==> src/verilog/can_bit_timing_map.svh <==
// register offsets, field positions and reset values of the bit-timing engine
// assumes a 32-bit apb slave decoding byte addresses paddr[7:0]
// Behaviour
// - quantum is two times (prescaler plus one) clocks
// - bit built from four whole-quantum segments
// - edge alignment segment is exactly one quantum
// - propagation segment programmable one to eight quanta
// - first phase one to eight, lengthened on resync
// - second phase two to eight, shortened on resync
// - single sample at phase one/two boundary
// - triple sample with majority, half-quantum spacing
// - programmed second phase never below two quanta
// - only recessive-to-dominant edges synchronize
// - hard sync restarts bit at alignment segment
// - edge outside alignment segment adjusts phase segments
// - each adjustment limited to jump width, one to four
`ifndef CAN_BIT_TIMING_MAP_SVH
`define CAN_BIT_TIMING_MAP_SVH

`define OFS_TIMING_CONFIG_FIRST  8'h00
`define OFS_TIMING_CONFIG_SECOND 8'h04
`define OFS_TIMING_CONFIG_THIRD  8'h08
`define OFS_ENGINE_CONTROL       8'h0C
`define OFS_ENGINE_STATUS        8'h10

// timing_config_first
`define POS_PRESCALER_LO 0
`define POS_PRESCALER_HI 5
`define POS_JUMP_LO      6
`define POS_JUMP_HI      7
// timing_config_second
`define POS_PROP_LO      0
`define POS_PROP_HI      2
`define POS_PHASE1_LO    3
`define POS_PHASE1_HI    5
`define POS_TRIPLE       6
// timing_config_third
`define POS_PHASE2_LO    0
`define POS_PHASE2_HI    2
// engine_control
`define POS_ENABLE       0

`define RST_TIMING_CONFIG_FIRST  8'h00
`define RST_TIMING_CONFIG_SECOND 8'h00
`define RST_TIMING_CONFIG_THIRD  8'h01
`define RST_ENGINE_CONTROL       8'h00

`define BIT_DECISION_DELAY_TQ    4'h2

`endif

==> src/verilog/can_bit_timing_pkg.sv <==
// types shared by the bit-timing engine
// assumes the map header supplies all numeric constants
package can_bit_timing_pkg;

  typedef enum logic [1:0] {
    SEG_SYNC   = 2'b00,
    SEG_PROP   = 2'b01,
    SEG_PHASE1 = 2'b10,
    SEG_PHASE2 = 2'b11
  } seg_t;

endpackage

==> src/verilog/can_bit_timing_engine.sv <==
// can bit-timing engine: quantum prescaler, segment sequencer, sampler and
// edge synchronisation, with its configuration behind an apb slave
// assumes rx_line is already synchronous to pclk (1 = recessive)
//
// The placing of the registers and the APB interface to the registers were left to the implementer.
`timescale 1ns/100ps
`include "can_bit_timing_map.svh"

module can_bit_timing_engine (
  input  wire logic        pclk,
  input  wire logic        presetn,
  input  wire logic        psel,
  input  wire logic        penable,
  input  wire logic        pwrite,
  input  wire logic [7:0]  paddr,
  input  wire logic [31:0] pwdata,
  output logic      [31:0] prdata,
  output logic             pready,
  output logic             pslverr,
  input  wire logic        rx_line,
  input  wire logic        hard_sync_allow,
  output logic             sampled_bit,
  output logic             sample_strobe
);

  // registers
  logic [7:0]                 timing_config_first_r;
  logic [7:0]                 timing_config_second_r;
  logic [7:0]                 timing_config_third_r;
  logic [7:0]                 engine_control_r;
  logic [31:0]                prdata_r;
  logic [6:0]                 presc_cnt_r;
  can_bit_timing_pkg::seg_t   seg_r;
  logic [3:0]                 q_cnt_r;
  logic [3:0]                 extend_r;
  logic [3:0]                 cut_r;
  logic                       restart_r;
  logic                       synced_r;
  logic                       rx_prev_r;
  logic                       early_s_r;
  logic                       mid_s_r;
  logic                       sampled_bit_r;
  logic                       sample_strobe_r;

  // decoded fields and combinational terms
  logic                       enable;
  logic                       triple;
  logic [5:0]                 rate_prescaler_field;
  logic [3:0]                 resync_jump_limit;
  logic [3:0]                 propagation_segment_length;
  logic [3:0]                 first_phase_segment_length;
  logic [3:0]                 second_phase_segment_length;
  logic [3:0]                 phase2_prog;
  logic [6:0]                 presc_last;
  logic [6:0]                 presc_half;
  logic                       tq_tick;
  logic                       fall_edge;
  logic                       hard_sync;
  logic                       resync;
  logic [3:0]                 phase1_eff;
  logic [3:0]                 phase2_eff;
  logic                       last_of_phase1;
  logic                       last_of_phase2;
  logic [3:0]                 late_err;
  logic [3:0]                 early_err;
  logic                       decided;
  logic                       apb_write;
  logic                       apb_read;
  logic                       addr_hit;

  // field value plus one, as a quantum count
  function automatic logic [3:0] seg_len(input logic [2:0] field);
    seg_len = {1'b0, field} + 4'h1;
  endfunction

  // phase error limited to the jump width
  function automatic logic [3:0] clip(input logic [3:0] err, input logic [3:0] lim);
    clip = (err > lim) ? lim : err;
  endfunction

  // two of three samples decide
  function automatic logic majority(input logic a, input logic b, input logic c);
    majority = (a & b) | (a & c) | (b & c);
  endfunction

  // ---------------- configuration fields ----------------
  assign enable               = engine_control_r[`POS_ENABLE];
  assign triple               = timing_config_second_r[`POS_TRIPLE];
  assign rate_prescaler_field = timing_config_first_r[`POS_PRESCALER_HI:`POS_PRESCALER_LO];
  assign resync_jump_limit    =
    {2'b00, timing_config_first_r[`POS_JUMP_HI:`POS_JUMP_LO]} + 4'h1;
  assign propagation_segment_length =
    seg_len(timing_config_second_r[`POS_PROP_HI:`POS_PROP_LO]);
  assign first_phase_segment_length =
    seg_len(timing_config_second_r[`POS_PHASE1_HI:`POS_PHASE1_LO]);
  assign phase2_prog =
    seg_len(timing_config_third_r[`POS_PHASE2_HI:`POS_PHASE2_LO]);
  // a programmed length of one is raised to the decision delay
  assign second_phase_segment_length =
    (phase2_prog < `BIT_DECISION_DELAY_TQ) ? `BIT_DECISION_DELAY_TQ : phase2_prog;

  // ---------------- apb slave ----------------
  assign apb_write = psel & penable & pwrite;
  assign apb_read  = psel & penable & ~pwrite;
  // five word registers, every other address refused
  assign addr_hit  = (paddr == `OFS_TIMING_CONFIG_FIRST)  |
                     (paddr == `OFS_TIMING_CONFIG_SECOND) |
                     (paddr == `OFS_TIMING_CONFIG_THIRD)  |
                     (paddr == `OFS_ENGINE_CONTROL)       |
                     (paddr == `OFS_ENGINE_STATUS);

  // every access completes without wait states
  assign pready  = 1'b1;
  assign prdata  = prdata_r;
  assign pslverr = psel & penable & ~addr_hit;

  // configuration writes land in the access cycle
  always_ff @(posedge pclk or negedge presetn) begin
    if (!presetn) begin
      timing_config_first_r  <= `RST_TIMING_CONFIG_FIRST;
      timing_config_second_r <= `RST_TIMING_CONFIG_SECOND;
      timing_config_third_r  <= `RST_TIMING_CONFIG_THIRD;
      engine_control_r       <= `RST_ENGINE_CONTROL;
    end else if (apb_write) begin
      unique case (paddr)
        `OFS_TIMING_CONFIG_FIRST:  timing_config_first_r  <= pwdata[7:0];
        `OFS_TIMING_CONFIG_SECOND: timing_config_second_r <= {1'b0, pwdata[6:0]};
        `OFS_TIMING_CONFIG_THIRD:  timing_config_third_r  <= {5'h00, pwdata[2:0]};
        `OFS_ENGINE_CONTROL:       engine_control_r       <= {7'h00, pwdata[0]};
        default: begin
        end
      endcase
    end
  end

  // read data is registered combinationally-addressed during setup
  always_ff @(posedge pclk or negedge presetn) begin
    if (!presetn) begin
      prdata_r <= 32'h0000_0000;
    end else if (psel & ~penable & ~pwrite) begin
      unique case (paddr)
        `OFS_TIMING_CONFIG_FIRST:  prdata_r <= {24'h000000, timing_config_first_r};
        `OFS_TIMING_CONFIG_SECOND: prdata_r <= {24'h000000, timing_config_second_r};
        `OFS_TIMING_CONFIG_THIRD:  prdata_r <= {24'h000000, timing_config_third_r};
        `OFS_ENGINE_CONTROL:       prdata_r <= {24'h000000, engine_control_r};
        `OFS_ENGINE_STATUS:        prdata_r <= {16'h0000, cut_r, extend_r, q_cnt_r,
                                               seg_r, synced_r, sampled_bit_r};
        default:                   prdata_r <= 32'h0000_0000;
      endcase
    end else if (apb_read) begin
      prdata_r <= prdata_r;
    end
  end

  // ---------------- quantum prescaler ----------------
  assign presc_last = {rate_prescaler_field, 1'b1};
  // clock index half a quantum in
  assign presc_half = {1'b0, rate_prescaler_field} + 7'h01;
  assign tq_tick    = enable & (presc_cnt_r == presc_last);

  // ---------------- edge detection ----------------
  // only a falling line can synchronise
  assign fall_edge = enable & rx_prev_r & ~rx_line;
  assign hard_sync = fall_edge & hard_sync_allow;
  assign resync    = fall_edge & ~hard_sync_allow & ~synced_r &
                     (seg_r != can_bit_timing_pkg::SEG_SYNC);

  // previous line level, idle recessive after reset
  always_ff @(posedge pclk or negedge presetn) begin
    if (!presetn) begin
      rx_prev_r <= 1'b1;
    end else begin
      rx_prev_r <= rx_line;
    end
  end

  // quantum counter, restarted by hard sync
  always_ff @(posedge pclk or negedge presetn) begin
    if (!presetn) begin
      presc_cnt_r <= 7'h00;
    end else if (!enable || hard_sync || tq_tick) begin
      presc_cnt_r <= 7'h00;
    end else begin
      presc_cnt_r <= presc_cnt_r + 7'h01;
    end
  end

  // ---------------- segment sequencer ----------------
  // effective phase lengths after resync
  assign phase1_eff     = first_phase_segment_length + extend_r;
  assign phase2_eff     = second_phase_segment_length - cut_r;
  assign last_of_phase1 = (seg_r == can_bit_timing_pkg::SEG_PHASE1) &
                          (q_cnt_r + 4'h1 >= phase1_eff);
  assign last_of_phase2 = (seg_r == can_bit_timing_pkg::SEG_PHASE2) &
                          (q_cnt_r + 4'h1 >= phase2_eff);

  // late: quanta elapsed since the alignment segment ended
  assign late_err  = (seg_r == can_bit_timing_pkg::SEG_PROP) ? q_cnt_r + 4'h1 :
                     propagation_segment_length + q_cnt_r + 4'h1;
  // early: quanta left before the next alignment segment
  assign early_err = second_phase_segment_length - q_cnt_r;

  // current segment and quantum index within it
  always_ff @(posedge pclk or negedge presetn) begin
    if (!presetn) begin
      seg_r   <= can_bit_timing_pkg::SEG_SYNC;
      q_cnt_r <= 4'h0;
    end else if (!enable || hard_sync) begin
      seg_r   <= can_bit_timing_pkg::SEG_SYNC;
      q_cnt_r <= 4'h0;
    end else if (tq_tick) begin
      unique case (seg_r)
        can_bit_timing_pkg::SEG_SYNC: begin
          seg_r   <= can_bit_timing_pkg::SEG_PROP;
          q_cnt_r <= 4'h0;
        end

        // propagation ends after its programmed quanta
        can_bit_timing_pkg::SEG_PROP: begin
          if (q_cnt_r + 4'h1 >= propagation_segment_length) begin
            seg_r   <= can_bit_timing_pkg::SEG_PHASE1;
            q_cnt_r <= 4'h0;
          end else begin
            q_cnt_r <= q_cnt_r + 4'h1;
          end
        end

        // decision falls in the last phase-one quantum
        can_bit_timing_pkg::SEG_PHASE1: begin
          if (last_of_phase1) begin
            seg_r   <= can_bit_timing_pkg::SEG_PHASE2;
            q_cnt_r <= 4'h0;
          end else begin
            q_cnt_r <= q_cnt_r + 4'h1;
          end
        end

        // phase two may be cut short by an early edge
        can_bit_timing_pkg::SEG_PHASE2: begin
          if (restart_r) begin
            // edge quantum served as alignment segment
            seg_r   <= can_bit_timing_pkg::SEG_PROP;
            q_cnt_r <= 4'h0;
          end else if (last_of_phase2) begin
            seg_r   <= can_bit_timing_pkg::SEG_SYNC;
            q_cnt_r <= 4'h0;
          end else begin
            q_cnt_r <= q_cnt_r + 4'h1;
          end
        end
      endcase
    end
  end

  // ---------------- resynchronisation amounts ----------------
  always_ff @(posedge pclk or negedge presetn) begin
    if (!presetn) begin
      extend_r <= 4'h0;
      cut_r    <= 4'h0;
    end else if (!enable || hard_sync ||
                 (tq_tick && seg_r == can_bit_timing_pkg::SEG_SYNC) ||
                 (tq_tick && restart_r)) begin
      extend_r <= 4'h0;
      cut_r    <= 4'h0;
    end else if (resync) begin
      if (seg_r == can_bit_timing_pkg::SEG_PHASE2) begin
        cut_r    <= clip(early_err, resync_jump_limit);
      end else begin
        extend_r <= clip(late_err, resync_jump_limit);
      end
    end
  end

  // early edge near the next bit: its quantum serves as alignment
  always_ff @(posedge pclk or negedge presetn) begin
    if (!presetn) begin
      restart_r <= 1'b0;
    end else if (!enable || hard_sync ||
                 (tq_tick && seg_r == can_bit_timing_pkg::SEG_SYNC) ||
                 (tq_tick && restart_r)) begin
      restart_r <= 1'b0;
    end else if (resync && seg_r == can_bit_timing_pkg::SEG_PHASE2) begin
      restart_r <= (early_err <= resync_jump_limit);
    end
  end

  // at most one resynchronisation between two sample points, none after a hard sync
  always_ff @(posedge pclk or negedge presetn) begin
    if (!presetn) begin
      synced_r <= 1'b0;
    end else if (!enable) begin
      synced_r <= 1'b0;
    end else if (hard_sync || resync) begin
      synced_r <= 1'b1;
    end else if (decided) begin
      synced_r <= 1'b0;
    end
  end

  // ---------------- sampling ----------------
  assign decided = tq_tick & last_of_phase1;

  // first extra sample: opening clock of the last phase-one quantum
  always_ff @(posedge pclk or negedge presetn) begin
    if (!presetn) begin
      early_s_r <= 1'b1;
    end else if (enable && last_of_phase1 && presc_cnt_r == 7'h00) begin
      early_s_r <= rx_line;
    end
  end

  // second extra sample: half a quantum later
  always_ff @(posedge pclk or negedge presetn) begin
    if (!presetn) begin
      mid_s_r <= 1'b1;
    end else if (enable && last_of_phase1 && presc_cnt_r == presc_half) begin
      mid_s_r <= rx_line;
    end
  end

  // strobe marks the cycle after the decision
  always_ff @(posedge pclk or negedge presetn) begin
    if (!presetn) begin
      sample_strobe_r <= 1'b0;
    end else begin
      sample_strobe_r <= decided;
    end
  end

  // resolved level holds until the next decision
  always_ff @(posedge pclk or negedge presetn) begin
    if (!presetn) begin
      sampled_bit_r <= 1'b1;
    end else if (decided) begin
      sampled_bit_r <= triple ? majority(early_s_r, mid_s_r, rx_line) : rx_line;
    end
  end

  assign sampled_bit   = sampled_bit_r;
  assign sample_strobe = sample_strobe_r;

endmodule

==> config.mk <==
export PLATFORM = sky130hd
export DESIGN_NAME = can_bit_timing_engine
export DESIGN_NICKNAME = d
export VERILOG_FILES = /design/src/verilog/can_bit_timing_pkg.sv /design/src/verilog/can_bit_timing_engine.sv
export VERILOG_INCLUDE_DIRS = /design/src /design/src/verilog
export SDC_FILE = /design/constraint.sdc
export NUM_CORES = 1
export LEC_CHECK = 0
export BUFFER_PORTS_ARGS = -buffer_cell sky130_fd_sc_hd__buf_4
export CAP_MARGIN = 20
export CORE_MARGIN = 3
export CORE_UTILIZATION = 46
export CTS_BUF_LIST = sky130_fd_sc_hd__clkbuf_16
export CTS_CLUSTER_DIAMETER = 80
export DETAILED_ROUTE_END_ITERATION = 6
export PLACE_DENSITY = 0.78
export SLEW_MARGIN = 30
export SYNTH_ARGS = -nofsm -noshare
export SYNTH_HDL_FRONTEND = slang
export SYNTH_SLANG_ARGS = --single-unit
==> constraint.sdc <==
create_clock -name pclk -period 3.5 [get_ports pclk]
set_input_delay 0.525 -clock pclk [delete_from_list [all_inputs] [get_ports pclk]]
set_output_delay 0.525 -clock pclk [all_outputs]
set_load 0.01 [all_outputs]
---- Word-level counts from Yosys, hierarchy flattened ----
Index checks and enable logic that the tools add are counted.
cells by class
  add/sub/neg operators ................... 12
  mux-type cells .......................... 32
  magnitude comparators ................... 7
  reductions and logical operators ........ 27
  bitwise operators ....................... 30
  eq/ne operators ......................... 14
operators with widths
  kind                                           count
  one-hot mux 16 bit (5 select lines)            1
  two-way mux 4 bit                              16
  AND 1 bit                                      18
  == test 8 x 4 -> 1 bit, second input constant  2
  one-hot mux 4 bit (4 select lines)             1
  == test 7 bit                                  2
  adder 3 x 1 -> 4 bit, second input constant    3
  greater-or-equal comparator 4 bit              3
  two-way mux 2 bit                              6
  AND reduction 2 bit                            6
  nonzero test 2 bit                             5
  adder 4 x 1 -> 4 bit, second input constant    2
  adder 4 bit                                    2
  == test 8 x 3 -> 1 bit, second input constant  1
  == test 8 x 5 -> 1 bit, second input constant  1
  > comparator 4 x 3 -> 1 bit                    2
  zero test 8 bit                                1
  one-hot mux 2 bit (4 select lines)             1
  subtractor 4 bit                               2
  adder 6 x 1 -> 7 bit, second input constant    1
  adder 7 x 1 -> 7 bit, second input constant    1
  zero test 7 bit                                1
  two-way mux 7 bit                              1
  logical AND 1 bit                              6
  16 further kinds                               37
storage, ports and cells
  bits in registers ....................... 79
  output and inout port bits .............. 36
  logic and storage cells ................. 139

---- Depth between registers and ports, before layout ----
Gate-level depths: netlist of the first run.
  word-level depth ........................ 11
  mapped depth ............................ 14

---- Worst setup path before layout of the first run ----
OpenSTA, ideal clock, no wires.
  path type ............................... reg-to-reg
  start point ............................. register timing_config_third_r[0]
  end point ............................... register cut_r[0]
  cell stages (with the launch flop) ...... 14
  data arrival time ....................... 3.153 ns
  period minus slack after synthesis ...... 3.222 ns
  path slack .............................. 0.278 ns
  cells stage by stage .................... dfstp_2 -> ha_1 -> xor2_1 -> o21bai_1 -> ha_1 -> inv_1 -> fa_1 -> ha_1 -> nor2b_1 -> o21ai_0 -> a32oi_1 -> a21oi_4 -> or4_1 -> nand3_1
on the way
  word-level cells in the longest chain between the ends .. 9
ends and longest elaborated chain
  element                                       RTL line                      text
  from (decl)                                   can_bit_timing_engine.sv:29   logic [7:0] timing_config_third_r;
  from (signal assigned)                        can_bit_timing_engine.sv:122  timing_config_third_r <= `RST_TIMING_CONFIG_THIRD;
  from (signal assigned)                        can_bit_timing_engine.sv:128  `OFS_TIMING_CONFIG_THIRD: timing_config_third_r <= {5'h00, pwdata[2:0]};
  adder 3 x 1 -> 4 bit (*)                      can_bit_timing_engine.sv:73   seg_len = {1'b0, field} + 4'h1;
  < comparator 4 x 2 -> 1 bit (no source line)  --
  two-way mux 4 bit (*)                         can_bit_timing_engine.sv:100  (phase2_prog < `BIT_DECISION_DELAY_TQ) ? `BIT_DECISION_DELAY_TQ : phase2_prog;
  subtractor 4 bit (*)                          can_bit_timing_engine.sv:201  assign early_err = second_phase_segment_length - q_cnt_r;
  > comparator 4 x 3 -> 1 bit                   can_bit_timing_engine.sv:78   clip = (err > lim) ? lim : err;
  two-way mux 4 bit (*)                         can_bit_timing_engine.sv:78
  two-way mux 4 bit (*)                         can_bit_timing_engine.sv:266  if (seg_r == can_bit_timing_pkg::SEG_PHASE2) begin
  two-way mux 4 bit (*)                         can_bit_timing_engine.sv:265  end else if (resync) begin
  two-way mux 4 bit (*)                         can_bit_timing_engine.sv:260  end else if (!enable || hard_sync ||
  to (signal assigned)                          can_bit_timing_engine.sv:267  cut_r <= clip(early_err, resync_jump_limit);
  to (decl)                                     can_bit_timing_engine.sv:36   logic [3:0] cut_r;
Every way passes the cells marked *; elsewhere a longest branch is shown, timed or not. The select of a mux whose other input is x is not followed.
A chain may end at the register's enable or synchronous reset.

---- Final worst setup path of the first run ----
  start point ............................. register timing_config_third_r[0]
  end point ............................... register seg_r[0]
on the way
  word-level cells in the longest chain between the ends .. 8
ends and longest elaborated chain
  element                                       RTL line                      text
  adder 3 x 1 -> 4 bit (*)                      can_bit_timing_engine.sv:73
  < comparator 4 x 2 -> 1 bit (no source line)  --
  two-way mux 4 bit (*)                         can_bit_timing_engine.sv:100
  subtractor 4 bit (*)                          can_bit_timing_engine.sv:191  assign phase2_eff = second_phase_segment_length - cut_r;
  greater-or-equal comparator 4 bit (*)         can_bit_timing_engine.sv:195  (q_cnt_r + 4'h1 >= phase2_eff);
  AND 1 bit (*)                                 can_bit_timing_engine.sv:194  assign last_of_phase2 = (seg_r == can_bit_timing_pkg::SEG_PHASE2) &
  != test 4 bit (no source line) (*)            --
  AND reduction 4 bit (no source line) (*)      --
  to (signal assigned)                          can_bit_timing_engine.sv:206  seg_r <= can_bit_timing_pkg::SEG_SYNC;
  to (signal assigned)                          can_bit_timing_engine.sv:209  seg_r <= can_bit_timing_pkg::SEG_SYNC;
  to (signal assigned)                          can_bit_timing_engine.sv:214  seg_r <= can_bit_timing_pkg::SEG_PROP;
  to (decl)                                     can_bit_timing_engine.sv:33   can_bit_timing_pkg::seg_t seg_r;
Every way passes the cells marked *; elsewhere a longest branch is shown, timed or not.

==> results of run 1 <==
-- cells in the mapped netlist, types with 11 or more instances --
| cell | number |
|---|---|
| sky130_fd_sc_hd__dfrtp_1 | 58 |
| sky130_fd_sc_hd__ha_1 | 42 |
| sky130_fd_sc_hd__nand2_1 | 34 |
| sky130_fd_sc_hd__inv_1 | 30 |
| sky130_fd_sc_hd__nor2_1 | 27 |
| sky130_fd_sc_hd__nand3_1 | 23 |
| sky130_fd_sc_hd__o21ai_0 | 20 |
| sky130_fd_sc_hd__buf_4 | 17 |
| sky130_fd_sc_hd__xnor2_1 | 16 |
| sky130_fd_sc_hd__a21oi_1 | 15 |
| sky130_fd_sc_hd__a22o_1 | 15 |
| sky130_fd_sc_hd__xor2_1 | 14 |
| sky130_fd_sc_hd__mux2_2 | 12 |
| sky130_fd_sc_hd__nor2b_1 | 11 |
-- sequential cells by signal, summed over array words and instances (netlist names), 2 cells and up --
signal	count
timing_config_second_r	7
timing_config_first_r	8
extend_r	4
prdata	16
seg_r	2
presc_cnt_r	7
q_cnt_r	4
timing_config_third_r	3
cut_r	4
-- power by group through the flow --
stage | Clock (W) | Combinational, W | Sequential (W)
finish | 0.000923 | 0.000133 | 0.000741
CTS | 0.000932 | 0.000131 | 0.000741
global route | 0.000973 | 0.000148 | 0.000741
global placement | 0 | 0.000126 | 0.000753
floorplan | 0 | 0.0000842 | 0.000751
detailed placement | 0 | 0.000130 | 0.000753
-- per-stage QoR --
stage	cells	hold WS (ns)	worst slack [ns]	total power, W	util (%)
global placement	621	0.467	0.193	0.000879	52.0
detailed placement	621	0.472	0.0867	0.000883	52.0
global route	637	0.327	0.00664	0.00186	55.7
floorplan	475	0.229	0.278	0.000835	-
CTS	636	0.308	0.0180	0.00180	55.3
finish	637	0.278	0.114	0.00180	55.7
-- worst max-delay path, cell delays in order, from the launching register on --
cell and delay, ns:
sky130_fd_sc_hd__dfstp_2 0.54, sky130_fd_sc_hd__ha_2 0.29, sky130_fd_sc_hd__or3_4 0.44, sky130_fd_sc_hd__ha_1 0.28, sky130_fd_sc_hd__a21o_1 0.15, sky130_fd_sc_hd__a21oi_1 0.18
sky130_fd_sc_hd__xnor2_1 0.12, sky130_fd_sc_hd__ha_1 0.28, sky130_fd_sc_hd__o21ai_0 0.07, sky130_fd_sc_hd__o211ai_1 0.33, sky130_fd_sc_hd__nand4_1 0.19, sky130_fd_sc_hd__buf_4 0.19
sky130_fd_sc_hd__a211oi_2 0.23
-- repair_timing --
item,in CTS,in global routing
setup buffers,0,1
endpoints found under the setup margin,0,4
resized for setup,0,8
-- kinds of logic after synthesis --
| logic type | Yosys count | share of synthesized area, % |
|---|---|---|
| other | 2 | 0.168 |
| multiplexers | 31 | 7.80 |
| adder cells (fa/ha/maj) | 46 | 13.5 |
| XOR/XNOR | 31 | 6.23 |
| buffers and inverters | 62 | 7.18 |
| flip-flops | 63 | 35.4 |
| AO/OA/AOI/OAI | 88 | 13.7 |
| AND/OR/NAND/NOR | 137 | 16.0 |
-- cell type report --
class / count / area [µm²]
tap: 129 / 161
fill: 782 / 4130
clock buffer: 9 / 225
clock inverter: 6 / 76.3
multi-input combinational: 350 / 2670
sequential: 63 / 1580
inverter: 30 / 113
timing repair buffer: 50 / 375
-- worst max-delay path by stage --
stage,depth (start not counted),startpoint,to,slack [ns]
2_1_floorplan,13,timing_config_third_r[0],cut_r[0],0.28
5_1_grt,14,timing_config_third_r[0],cut_r[1],0.007
3_3_place_gp,13,timing_config_third_r[0],cut_r[0],0.19
4_1_cts,13,timing_config_third_r[0],cut_r[0],0.02
3_5_place_dp,12,timing_config_third_r[0],seg_r[0],0.09
6_report,12,timing_config_third_r[0],seg_r[0],0.11
-- layer usage --
metal	part of all wire (%)	wire, µm	track usage [%]	up-vias
li1	-	-	-	1678
met1	42	4600	27.2	1753
met2	49	5360	35.9	182
met3	7.4	813	3.64	30
met4	2.3	250	7.97	0
met5	0	0	0	-
==> results.txt, run 1 <==
* Static Leak: 2.41 nW
* Number of cells on the worst reg-to-reg path: 12
- Maximum clock rate: ~300 MHz
- First-pass GRT wire length: around 19000 µm
- Async SR Flop Fraction: between 90% and 100%
* Largest buffer count on any clock path: 2
- Share of power burned in the clock network: between 50 and 60%
- Part of the total power dissipated in combinational logic: approximately 7.4%
* Minimum clock period after layout: 3.39 ns
- Placeable Area: 0.00933 mm²
- CTS placed an instance of sky130_fd_sc_hd__clkbuf_16 at the clock tree root.
* Overall fraction of global-route tracks in use: between 20% and 30%
- Critical path peak fanout: 4
- DPL Wire Length: just over 8000 µm
* Setup_tns: 0 ns
- Cells with a size suffix above 1 make up approximately a fifth of the layout.
* Switching power: 0.000400 W
- The first detailed-routing pass ran for 5 iterations.
- In this run the mean area of a mapped cell was ~9.7 µm².
- Tcrit/Tclk final: 96.7%
- Effective utilization at floorplan: between 40% and 50%
* Synthesis-to-finish area growth: 16.2%
- Clock-pin slew on the worst setup and hold paths: roughly 0.05 ns
- R2R Path End: seg_r[0]
* Commonest non-fill, non-tap cell in the layout: sky130_fd_sc_hd__dfrtp_1
- The worst setup path is of the register to register kind.
- Full die area: around 0.011 mm²
- Clock insertion delay at the later pin of the skew report: between 0.3 and 0.4 ns
* Status: completed
- Setup clock skew after layout: approximately 0.0024 ns
- Antenna violations before repair: 0
* Post-Syn Instances: 460
- Number of nets in the final layout: just under 600
- STA puts the critical path data required time at between 3 and 4 ns.
- Startpoint of the worst register-to-register path: timing_config_third_r[0]
- Number of pins exceeding their max-slew limit in the final report: 0
- The number of global-route vias before repair was 3607.
- Clock sink total: 63
* Count of hold buffers inserted by post-cts repair: 0
* Initial drt markers: ~260
- Routability-driven placement finished with a final weighted congestion of between 0.9 and 1.
* Count of nets left with antenna violations after detail routing: 0
- Startpoint class of the critical path: register
* Number of design rule violations left after detail routing: 0
- Internal portion of total power: ~0.0014 W
- Setup repair after global routing left no endpoint under its margin.
- Sequential cells were found to cover roughly 35% of the synthesized design area.
- The H-tree was split into 3 levels.
- The worst register-to-register path has a setup slack of ~0.11 ns.
- Vias/cell: ~5.7
* Portion of total power attributed to sequential cells: 41.2%
- In this run the cell area of the synthesized design comes to ~0.0045 mm².
- For this run, the leading register cell type out of synthesis is sky130_fd_sc_hd__dfrtp_1.
* Number of hold violations in the final report: 0
* Diode insertion count for antenna repair: 0
- Sort of element at the end of the critical path: register
* Post-synthesis cell type with the largest combined area: sky130_fd_sc_hd__dfrtp_1
- Summed over its instances, the top area cell type makes up 32.4% of the synthesized netlist area.
- Transition time at the pin with the least slew margin: between 0.7 and 0.8 ns
- The final layout contains routed wiring with a total length of 11000 µm.
* Number of port buffers: between 40 and 50
- The finished cells cover around 0.0052 mm².
- Worst hold path class: primary input to async pin
* Max VDD drop: about 0.23 mV
- Yosys Warn Count: 0
* Pwr/cell area: 346 mW/mm²
- Commonest non-fill, non-tap cells in the layout: 58 x sky130_fd_sc_hd__dfrtp_1, 50 x sky130_fd_sc_hd__buf_4, 41 x sky130_fd_sc_hd__ha_1, 34 x sky130_fd_sc_hd__nand2_1, 30 x sky130_fd_sc_hd__inv_1
- Setup violations remaining at the end of the flow were counted as 0.
* Post-synthesis sequential element count: between 60 and 70
- At the worst endpoint, the arrival time is 3.62 ns.
* Netlist cell types: 64
* Total global routing overflow: 0
- The floorplan step set the die height to 105 µm.
- Max-cap violations: 0
- The final route contains approximately 3600 vias.
- TritonCTS built the clock tree.
- Top cells by area in the synthesized netlist: sky130_fd_sc_hd__dfrtp_1 32%, sky130_fd_sc_hd__ha_1 12%, sky130_fd_sc_hd__xnor2_1 3.1%
- Post-synth EDFFs: 0
* Cell area after placement: ~0.0049 mm²
- After detailed routing, the average wire length per cell comes to 17.3 µm.
- The die is around 100 µm wide.
* Sw Share: between 20% and 30%
* Total number of placement rows: 35
- The worst pin sits at a relative slew slack of between 40% and 50%.
- 83 I/O pins were placed.
* Number of CTS-inserted buffers: 9
- Pin count of the biggest net entering global routing: 64
No activity file was read; power rests on OpenSTA's default activity.
==> run 2, diff against run 1 <==
Settings changed: CELL_PAD_IN_SITES_DETAIL_PLACEMENT set to 1, CELL_PAD_IN_SITES_GLOBAL_PLACEMENT set to 1, CORE_UTILIZATION 46 to 43, PLACE_DENSITY 0.78 to 0.9.
==> run 2 against run 1 <==
  * The flow now finishes with violations (negative setup slack)
  * Worst hold slack got worse by 0.021 ns
  * First-iteration DRC count grew 61%
  * Setup slack worse by 0.14 ns
  * Die area rose by 6.6%
  * Register-to-register slack worse by 0.14 ns
  * Design area increased by 1.3%
  * Sequential share of layout area is 0.38 points lower
  * Count of clock-buffer cells in the layout unchanged
  * Clock skew up 0.012 ns
==> results.txt, run 2 (synthesized netlist as in run 1, its figures left out) <==
- The arrival time at the worst endpoint came to 3.80 ns (+0.18 ns).
- Post-detailed-routing wire length: 17300 µm (+57%)
- The final reports fail on negative setup slack.
- The worst setup path is launched from a register.
- Number of design rule violations left after detail routing: 0 (unchanged)
* Effective utilization at floorplan: 45.0% (-3.0 points)
* Fraction of final layout cells sized beyond drive strength 1: 21.4% (+1.9 points)
* Setup violations, final: 2 (+2)
- Sort of element at the end of the critical path: register
- R2R Path End: q_cnt_r[1]
- Pin count of the biggest net entering global routing: 64 (unchanged)
- The run finished, with violations left.
- First-pass GRT wire length: 25300 µm (+36%)
* DR vias: 4093 (+12%)
* Clock-pin slew on the worst setup and hold paths: 0.06 ns (about the same)
- Total number of placement rows: 36 (+2.9%)
* Max VDD drop: 0.307 mV (+35%)
- Via count of the first global-routing pass: 4363 (+21%)
* DIE HEIGHT: 108 µm (+3.2%)
- Diode insertion count for antenna repair: 0 (unchanged)
- Number of CTS-inserted buffers: 9 (unchanged)
- The final instance area was 0.00527 mm² (+1.3%).
- The core area is 0.00995 mm² (+6.7%).
* Cell area after placement: 0.00485 mm² (about the same)
* Startpoint of the worst register-to-register path: timing_config_third_r[0]
- The total power divided by cell area came to 349 mW/mm² (+1.0%).
- The number of filler cells placed in the layout is 1100 (+41%).
- Global placer's final weighted congestion: 0.878 (-4.1%)
- Largest buffer count on any clock path: 2 (unchanged)
- Max H-tree Level: 3 (unchanged)
- The critical path is of the register to register type.
- Number of nets in the final layout: 598 (+0.17%)
- The clock latency of the later-clocked register in the worst-skew pair came to 0.36 ns (+0.03 ns).
* Root buf cell: sky130_fd_sc_hd__clkbuf_16
- The average detailed-routed wire length per instance came to 26.9 µm (+55%).
- Relative slew margins: 39.0% (-7.8 points)
- The number of cells on the worst reg-to-reg path came to 13 (+1).
- The minimum period implied by the final worst setup slack came to 3.53 ns (+0.143 ns).
* Number of port buffers: 41 (unchanged)
- The final non-filler cell total was 643 (+0.94%).
- Die W: 108 µm (+3.2%)
- The number of DRC markers in iteration 0 came to 424 (+61%).
- In this run the worst hold path is classified as primary input to async pin.
* Critical path peak fanout: 4 (unchanged)
- The sink count of the clock tree was 63 (unchanged).
- The final setup skew is 0.0145 ns (+0.0121 ns).
- The worst path required time was 3.77 ns (+0.03 ns).
- Synthesis-to-finish area growth: 17.6%
- The footprint of the flip-flops and latches came to 0.00158 mm² (unchanged).
- Transition time at the pin with the least slew margin: 0.912 ns (+0.114 ns)
- Worst setup slack after placement: 0.00698 ns (-0.0797 ns)
- The number of antenna violations at the first check in global routing came to 0 (unchanged).
* Clock tree from TritonCTS: built
- Number of optimization iterations in the first detailed-route pass: 5 (unchanged)
- Number of hold violations in the final report: 0 (unchanged)
* Static Leak: 2.43 nW (+0.84%)
- Maximum clock rate: 283 MHz (-4.1%)
- The final critical-path share of the clock period is 101% (+4.1 points).
* Top-level I/O count: 83 (unchanged)
- The number of max-capacitance violations reported is 0 (unchanged).
* Overall fraction of global-route tracks in use: 28.7% (+7.5 points)
- The setup slack after layout is -0.0293 ns (-0.143 ns).
* Setup crit start: timing_config_third_r[0]
- Max reg flops: 16 (unchanged)
- The total global routing overflow is 0 (unchanged).
- DPL Wire Length: 10000 µm (+23%)
* Vias/cell: 6.37 (+11%)
* Full die area: 0.0117 mm² (+6.6%)
* Commonest non-fill, non-tap cell in the layout: sky130_fd_sc_hd__dfrtp_1
* Commonest non-fill, non-tap cells in the layout: 58 x sky130_fd_sc_hd__dfrtp_1, 51 x sky130_fd_sc_hd__buf_4, 39 x sky130_fd_sc_hd__ha_1, 34 x sky130_fd_sc_hd__nand2_1, 30 x sky130_fd_sc_hd__inv_1
- The area used by multi-input combinational logic was 0.00272 mm² (+2.1%).
* Worst reg2reg setup slack: -0.03 ns (-0.14 ns)
- Number of pins exceeding their max-slew limit in the final report: 0 (unchanged)
* Number of cells after detailed placement: 624 (+0.48%)
* Count of nets left with antenna violations after detail routing: 0 (unchanged)
==> run 2: metal layers <==
layer	part of all wire, %	GRT usage, %	vias up	routed length, µm
met4	7.5	18.6	0	1300
met1	38	33.1	2031	6590
met2	47	48.4	281	8200
met5	0	0	-	0
li1	-	-	1670	-
met3	6.9	5.79	111	1190
==> run 2: cell type report <==
type                            count  area share, %
Sequential cell                    63           30.1
Timing Repair Buffer               51           7.27
Clock inverter                      7           1.40
Clock buffer                        9           4.28
Tap cell                          133           3.16
Inverter                           30           2.14
Multi-Input combinational cell    350           51.7
==> run 2: worst max-delay path, stage by stage (launching register included) <==
cell and delay [ns]:
sky130_fd_sc_hd__dfstp_2 0.56, sky130_fd_sc_hd__ha_4 0.17, sky130_fd_sc_hd__xor2_2 0.22, sky130_fd_sc_hd__o21bai_2 0.13, sky130_fd_sc_hd__ha_1 0.24, sky130_fd_sc_hd__fa_1 0.40
sky130_fd_sc_hd__xor2_1 0.17, sky130_fd_sc_hd__ha_1 0.22, sky130_fd_sc_hd__a211oi_1 0.37, sky130_fd_sc_hd__o211ai_1 0.21, sky130_fd_sc_hd__buf_4 0.20, sky130_fd_sc_hd__a311oi_4 0.31
sky130_fd_sc_hd__nand2_1 0.13, sky130_fd_sc_hd__o21ai_1 0.11
==> run 2: what timing repair did <==
item / 4_1_cts / 5_1_grt
resized for setup: 2 / 17
pin swaps: 2 / 7
hold buffers: 0 / 0
endpoints found under the hold margin: 0 / 0
setup endpoints to repair: 2 / 11
setup buffers: 1 / 2
==> run 2: how the worst max path moves through the flow <==
stage / end / slack (ns) / depth (start not counted)
floorplan: cut_r[0] / 0.28 / 13
global placement: cut_r[0] / 0.21 / 13
detailed placement: cut_r[0] / 0.007 / 13
CTS: cut_r[0] / -0.02 / 13
global route: cut_r[0] / -0.12 / 13
finish: q_cnt_r[1] / -0.03 / 13
==> run 2: power breakdown <==
part / switching, W / internal (W) / total [W]
clock network: 0.000394 / 0.000552 / 0.000946
logic: 0.0000967 / 0.0000549 / 0.000152
registers: 0.00000825 / 0.000734 / 0.000742
==> run 2: through the flow <==
step	hold slack (ns)	total power (W)	utilization [%]	setup TNS, ns
after floorplan	0.229	0.000835	-	0
after global placement	0.472	0.000874	48.7	0
after detailed placement	0.480	0.000882	48.7	0
after CTS	0.310	0.00181	51.9	-0.0193
after global routing	0.318	0.00188	52.9	-0.493
final	0.256	0.00184	52.9	-0.0382
==> run 3, diff against run 2 <==
Settings changed: RECOVER_POWER set to 100, SKIP_LAST_GASP set to 1.
==> run 3 against run 2 <==
  * The flow finishes with violations (max-capacitance violations, max-slew violations, negative setup slack)
  * Sequential share of layout area is 0.57 points higher
  * Flip-flop and latch count stayed put
  * Clock power is 0.4% lower
  * Design area is 1.9% lower
  * Via count is 0.81% higher
  * Largest power group unchanged
  * Combinational power hardly changed
  * Register-to-register slack hardly changed
  * Largest cell class unchanged
  * Setup slack better by 0.0083 ns
  * Routed wire length is 0.18% higher
==> results.txt, run 3 (synthesized netlist as in run 1, its figures left out) <==
* Status: finished, violations left
- The checks that failed: max-capacitance violations, max-slew violations, negative setup slack.
- Number of hold violations in the final report: 0 (unchanged)
* Number of pins exceeding their max-slew limit in the final report: 75 (+75)
* Clock-pin slew on the worst setup and hold paths: 0.06 ns (about the same)
- The worst setup slack before clock tree synthesis is 0.00698 ns (unchanged).
* Setup violations, final: 2 (unchanged)
- The number of iterations in the first detailed-routing pass is 5 (unchanged).
* Number of nets in the final layout: 598 (unchanged)
- The placer's final routability congestion estimate came to 0.878 (unchanged).
- Full die area: 0.0117 mm² (unchanged)
* Clock tree from TritonCTS: built
- Max reg flops: 16 (unchanged)
* DR vias: 4126 (+0.81%)
* Total global routing overflow: 0 (unchanged)
- The core area was 0.00995 mm² (unchanged).
- The number of global-route vias before repair came to 4363 (unchanged).
- Total number of placement rows: 36 (unchanged)
* Clock sink total: 63 (unchanged)
- Static Leak: 2.34 nW (-3.6%)
- The library cell used most frequently in the layout, excluding fill and tap cells, is sky130_fd_sc_hd__dfrtp_1.
- The number of filler cells placed in the layout is 1121 (+1.9%).
- The hold slack came to 0.397 ns (+0.141 ns).
* Tcrit/Tclk final: 101% (-0.24 points)
- Max H-tree Level: 3 (unchanged)
- The minimum period implied by the final worst setup slack is 3.52 ns (-0.00833 ns).
* DPL Wire Length: 10000 µm (unchanged)
- Required time at the endpoint of the critical path: 3.77 ns (about the same)
- Antenna violations before repair: 0 (unchanged)
- Number of design rule violations left after detail routing: 0 (unchanged)
* Sort of element at the end of the critical path: register
- The total power divided by cell area was 355 mW/mm² (+1.5%).
* Worst hold path class: primary input to register
* Effective utilization at floorplan: 45.0% (unchanged)
- The headroom to the max-slew limit is -10.5% (-50 points).
* Count of nets left with antenna violations after detail routing: 0 (unchanged)
* Vias/cell: 6.42 (+0.81%)
- The area used by multi-input combinational logic came to 0.00270 mm² (-0.74%).
- The measured slew at the worst slew-check pin is 1.66 ns (+0.745 ns).
- The area growth from synthesis to layout is 15.5%.
- Largest buffer count on any clock path: 2 (unchanged)
- Clock insertion delay at the later pin of the skew report: 0.36 ns (about the same)
- Count of hold buffers inserted by post-cts repair: 0 (unchanged)
- Setup clock skew after layout: 0.0120 ns (-0.00251 ns)
- The global-route total usage across every layer came to 28.7% (unchanged).
- The floorplan die height was 108 µm (unchanged).
- Final core utilization: 51.9% (-0.98 points)
* First-pass GRT wire length: 25300 µm (unchanged)
* Post-detailed-routing wire length: 17300 µm (+0.18%)
- The setup slack after layout came to -0.0210 ns (+0.00833 ns).
* Initial drt markers: 386 (-9.0%)
- Top-level I/O count: 83 (unchanged)
- Number of CTS-inserted buffers: 9 (unchanged)
- Number of port buffers: 41 (unchanged)
* Die W: 108 µm (unchanged)
- The number of max-capacitance violations reported came to 2 (+2).
- Data arrival time of the critical path: 3.79 ns (about the same)
* Diode insertion count for antenna repair: 0 (unchanged)
- Startpoint class of the critical path: register
- The proportion of layout cells with a drive suffix above 1 is 16.3% (-5.1 points).
- Maximum clock rate: 284 MHz (+0.24%)
* Root buf cell: sky130_fd_sc_hd__clkbuf_16
* Post-detailed-route wirelength per cell: 26.9 µm (+0.18%)
- Critical setup path kind: register to register
- The footprint of the flip-flops and latches came to 0.00158 mm² (unchanged).
- The summed negative setup slack over all endpoints was -0.0220 ns (+0.0163 ns).
- Max VDD drop: 0.307 mV (about the same)
* Pin count of the biggest net entering global routing: 64 (unchanged)
- Leaving out fill and tap cells, the most frequent cells in the layout are 58 x sky130_fd_sc_hd__dfrtp_1, 39 x sky130_fd_sc_hd__ha_1, 34 x sky130_fd_sc_hd__nand2_1, 30 x sky130_fd_sc_hd__inv_1, 29 x sky130_fd_sc_hd__buf_4.
- Overall power: 0.00183 W (-0.40%)
- Critical path peak fanout: 4 (unchanged)
-- run 3: changes by cell type in the layout (fill, tap and decap cells not counted), moves of 2 or more --
cell / previous run / this run
sky130_fd_sc_hd__buf_4: 51 / 29
sky130_fd_sc_hd__clkbuf_1: 0 / 20
sky130_fd_sc_hd__mux2_1: 9 / 11
sky130_fd_sc_hd__mux2_2: 12 / 10
sky130_fd_sc_hd__nor3_1: 3 / 5
-- run 3: layout make-up --
type,instances,area share (%)
sequential,63,30.6
tap,133,3.22
timing repair buffer,51,5.91
clock inverter,7,1.43
inverter,30,2.18
clock buffer,9,4.36
multi-input combinational,350,52.3
-- run 3: critical path, stage by stage, from the launching register on --
cell and delay [ns]:
sky130_fd_sc_hd__dfstp_2 0.56, sky130_fd_sc_hd__ha_4 0.18, sky130_fd_sc_hd__xor2_2 0.22, sky130_fd_sc_hd__o21bai_2 0.13
sky130_fd_sc_hd__ha_1 0.24, sky130_fd_sc_hd__fa_1 0.40, sky130_fd_sc_hd__xor2_1 0.17, sky130_fd_sc_hd__ha_1 0.22
sky130_fd_sc_hd__a211oi_1 0.37, sky130_fd_sc_hd__o211ai_1 0.21, sky130_fd_sc_hd__buf_4 0.19, sky130_fd_sc_hd__a311oi_4 0.32
sky130_fd_sc_hd__nand2_1 0.13, sky130_fd_sc_hd__o21ai_1 0.11
-- run 3: routing by layer --
layer / GRT usage [%] / part of all wire [%] / vias up
li1: - / - / 1676
met4: 18.6 / 8.4 / 0
met3: 5.79 / 7.1 / 122
met5: 0 / 0 / -
met1: 33.1 / 38 / 2023
met2: 48.4 / 46 / 305
-- run 3: path summary, 6_finish.rpt --
path / startpoint / endpoint / slack [ns] / cells after the start
max in group asynchronous: presetn / presc_cnt_r[3] / 1.90 / 1
min in group asynchronous: presetn / prdata[8] / 0.57 / 1
max reg2reg: timing_config_third_r[0] / q_cnt_r[1] / -0.02 / 13
min reg2reg: prdata[13] / prdata[13] / 0.51 / 1
min: pwdata[7] / timing_config_first_r[7] / 0.40 / 2
max: timing_config_third_r[0] / q_cnt_r[1] / -0.02 / 13
-- run 3: metrics by stage --
stage	instances	instance area, µm²
global route	643	5170
floorplan	475	4530
detailed placement	624	4850
CTS	641	5160
finish	643	5170
global placement	624	4850
-- run 3: timing repair --
item	4_1_cts	5_1_grt
pin swaps	2	7
endpoints found under the setup margin	2	11
gates resized for setup	2	17
buffers inserted	1	2
-- run 3: report_power, final --
part / internal [W] / total, W / switching, W
combinational: 0.0000527 / 0.000149 / 0.0000960
sequential: 0.000734 / 0.000742 / 0.00000845
clock: 0.000552 / 0.000942 / 0.000389
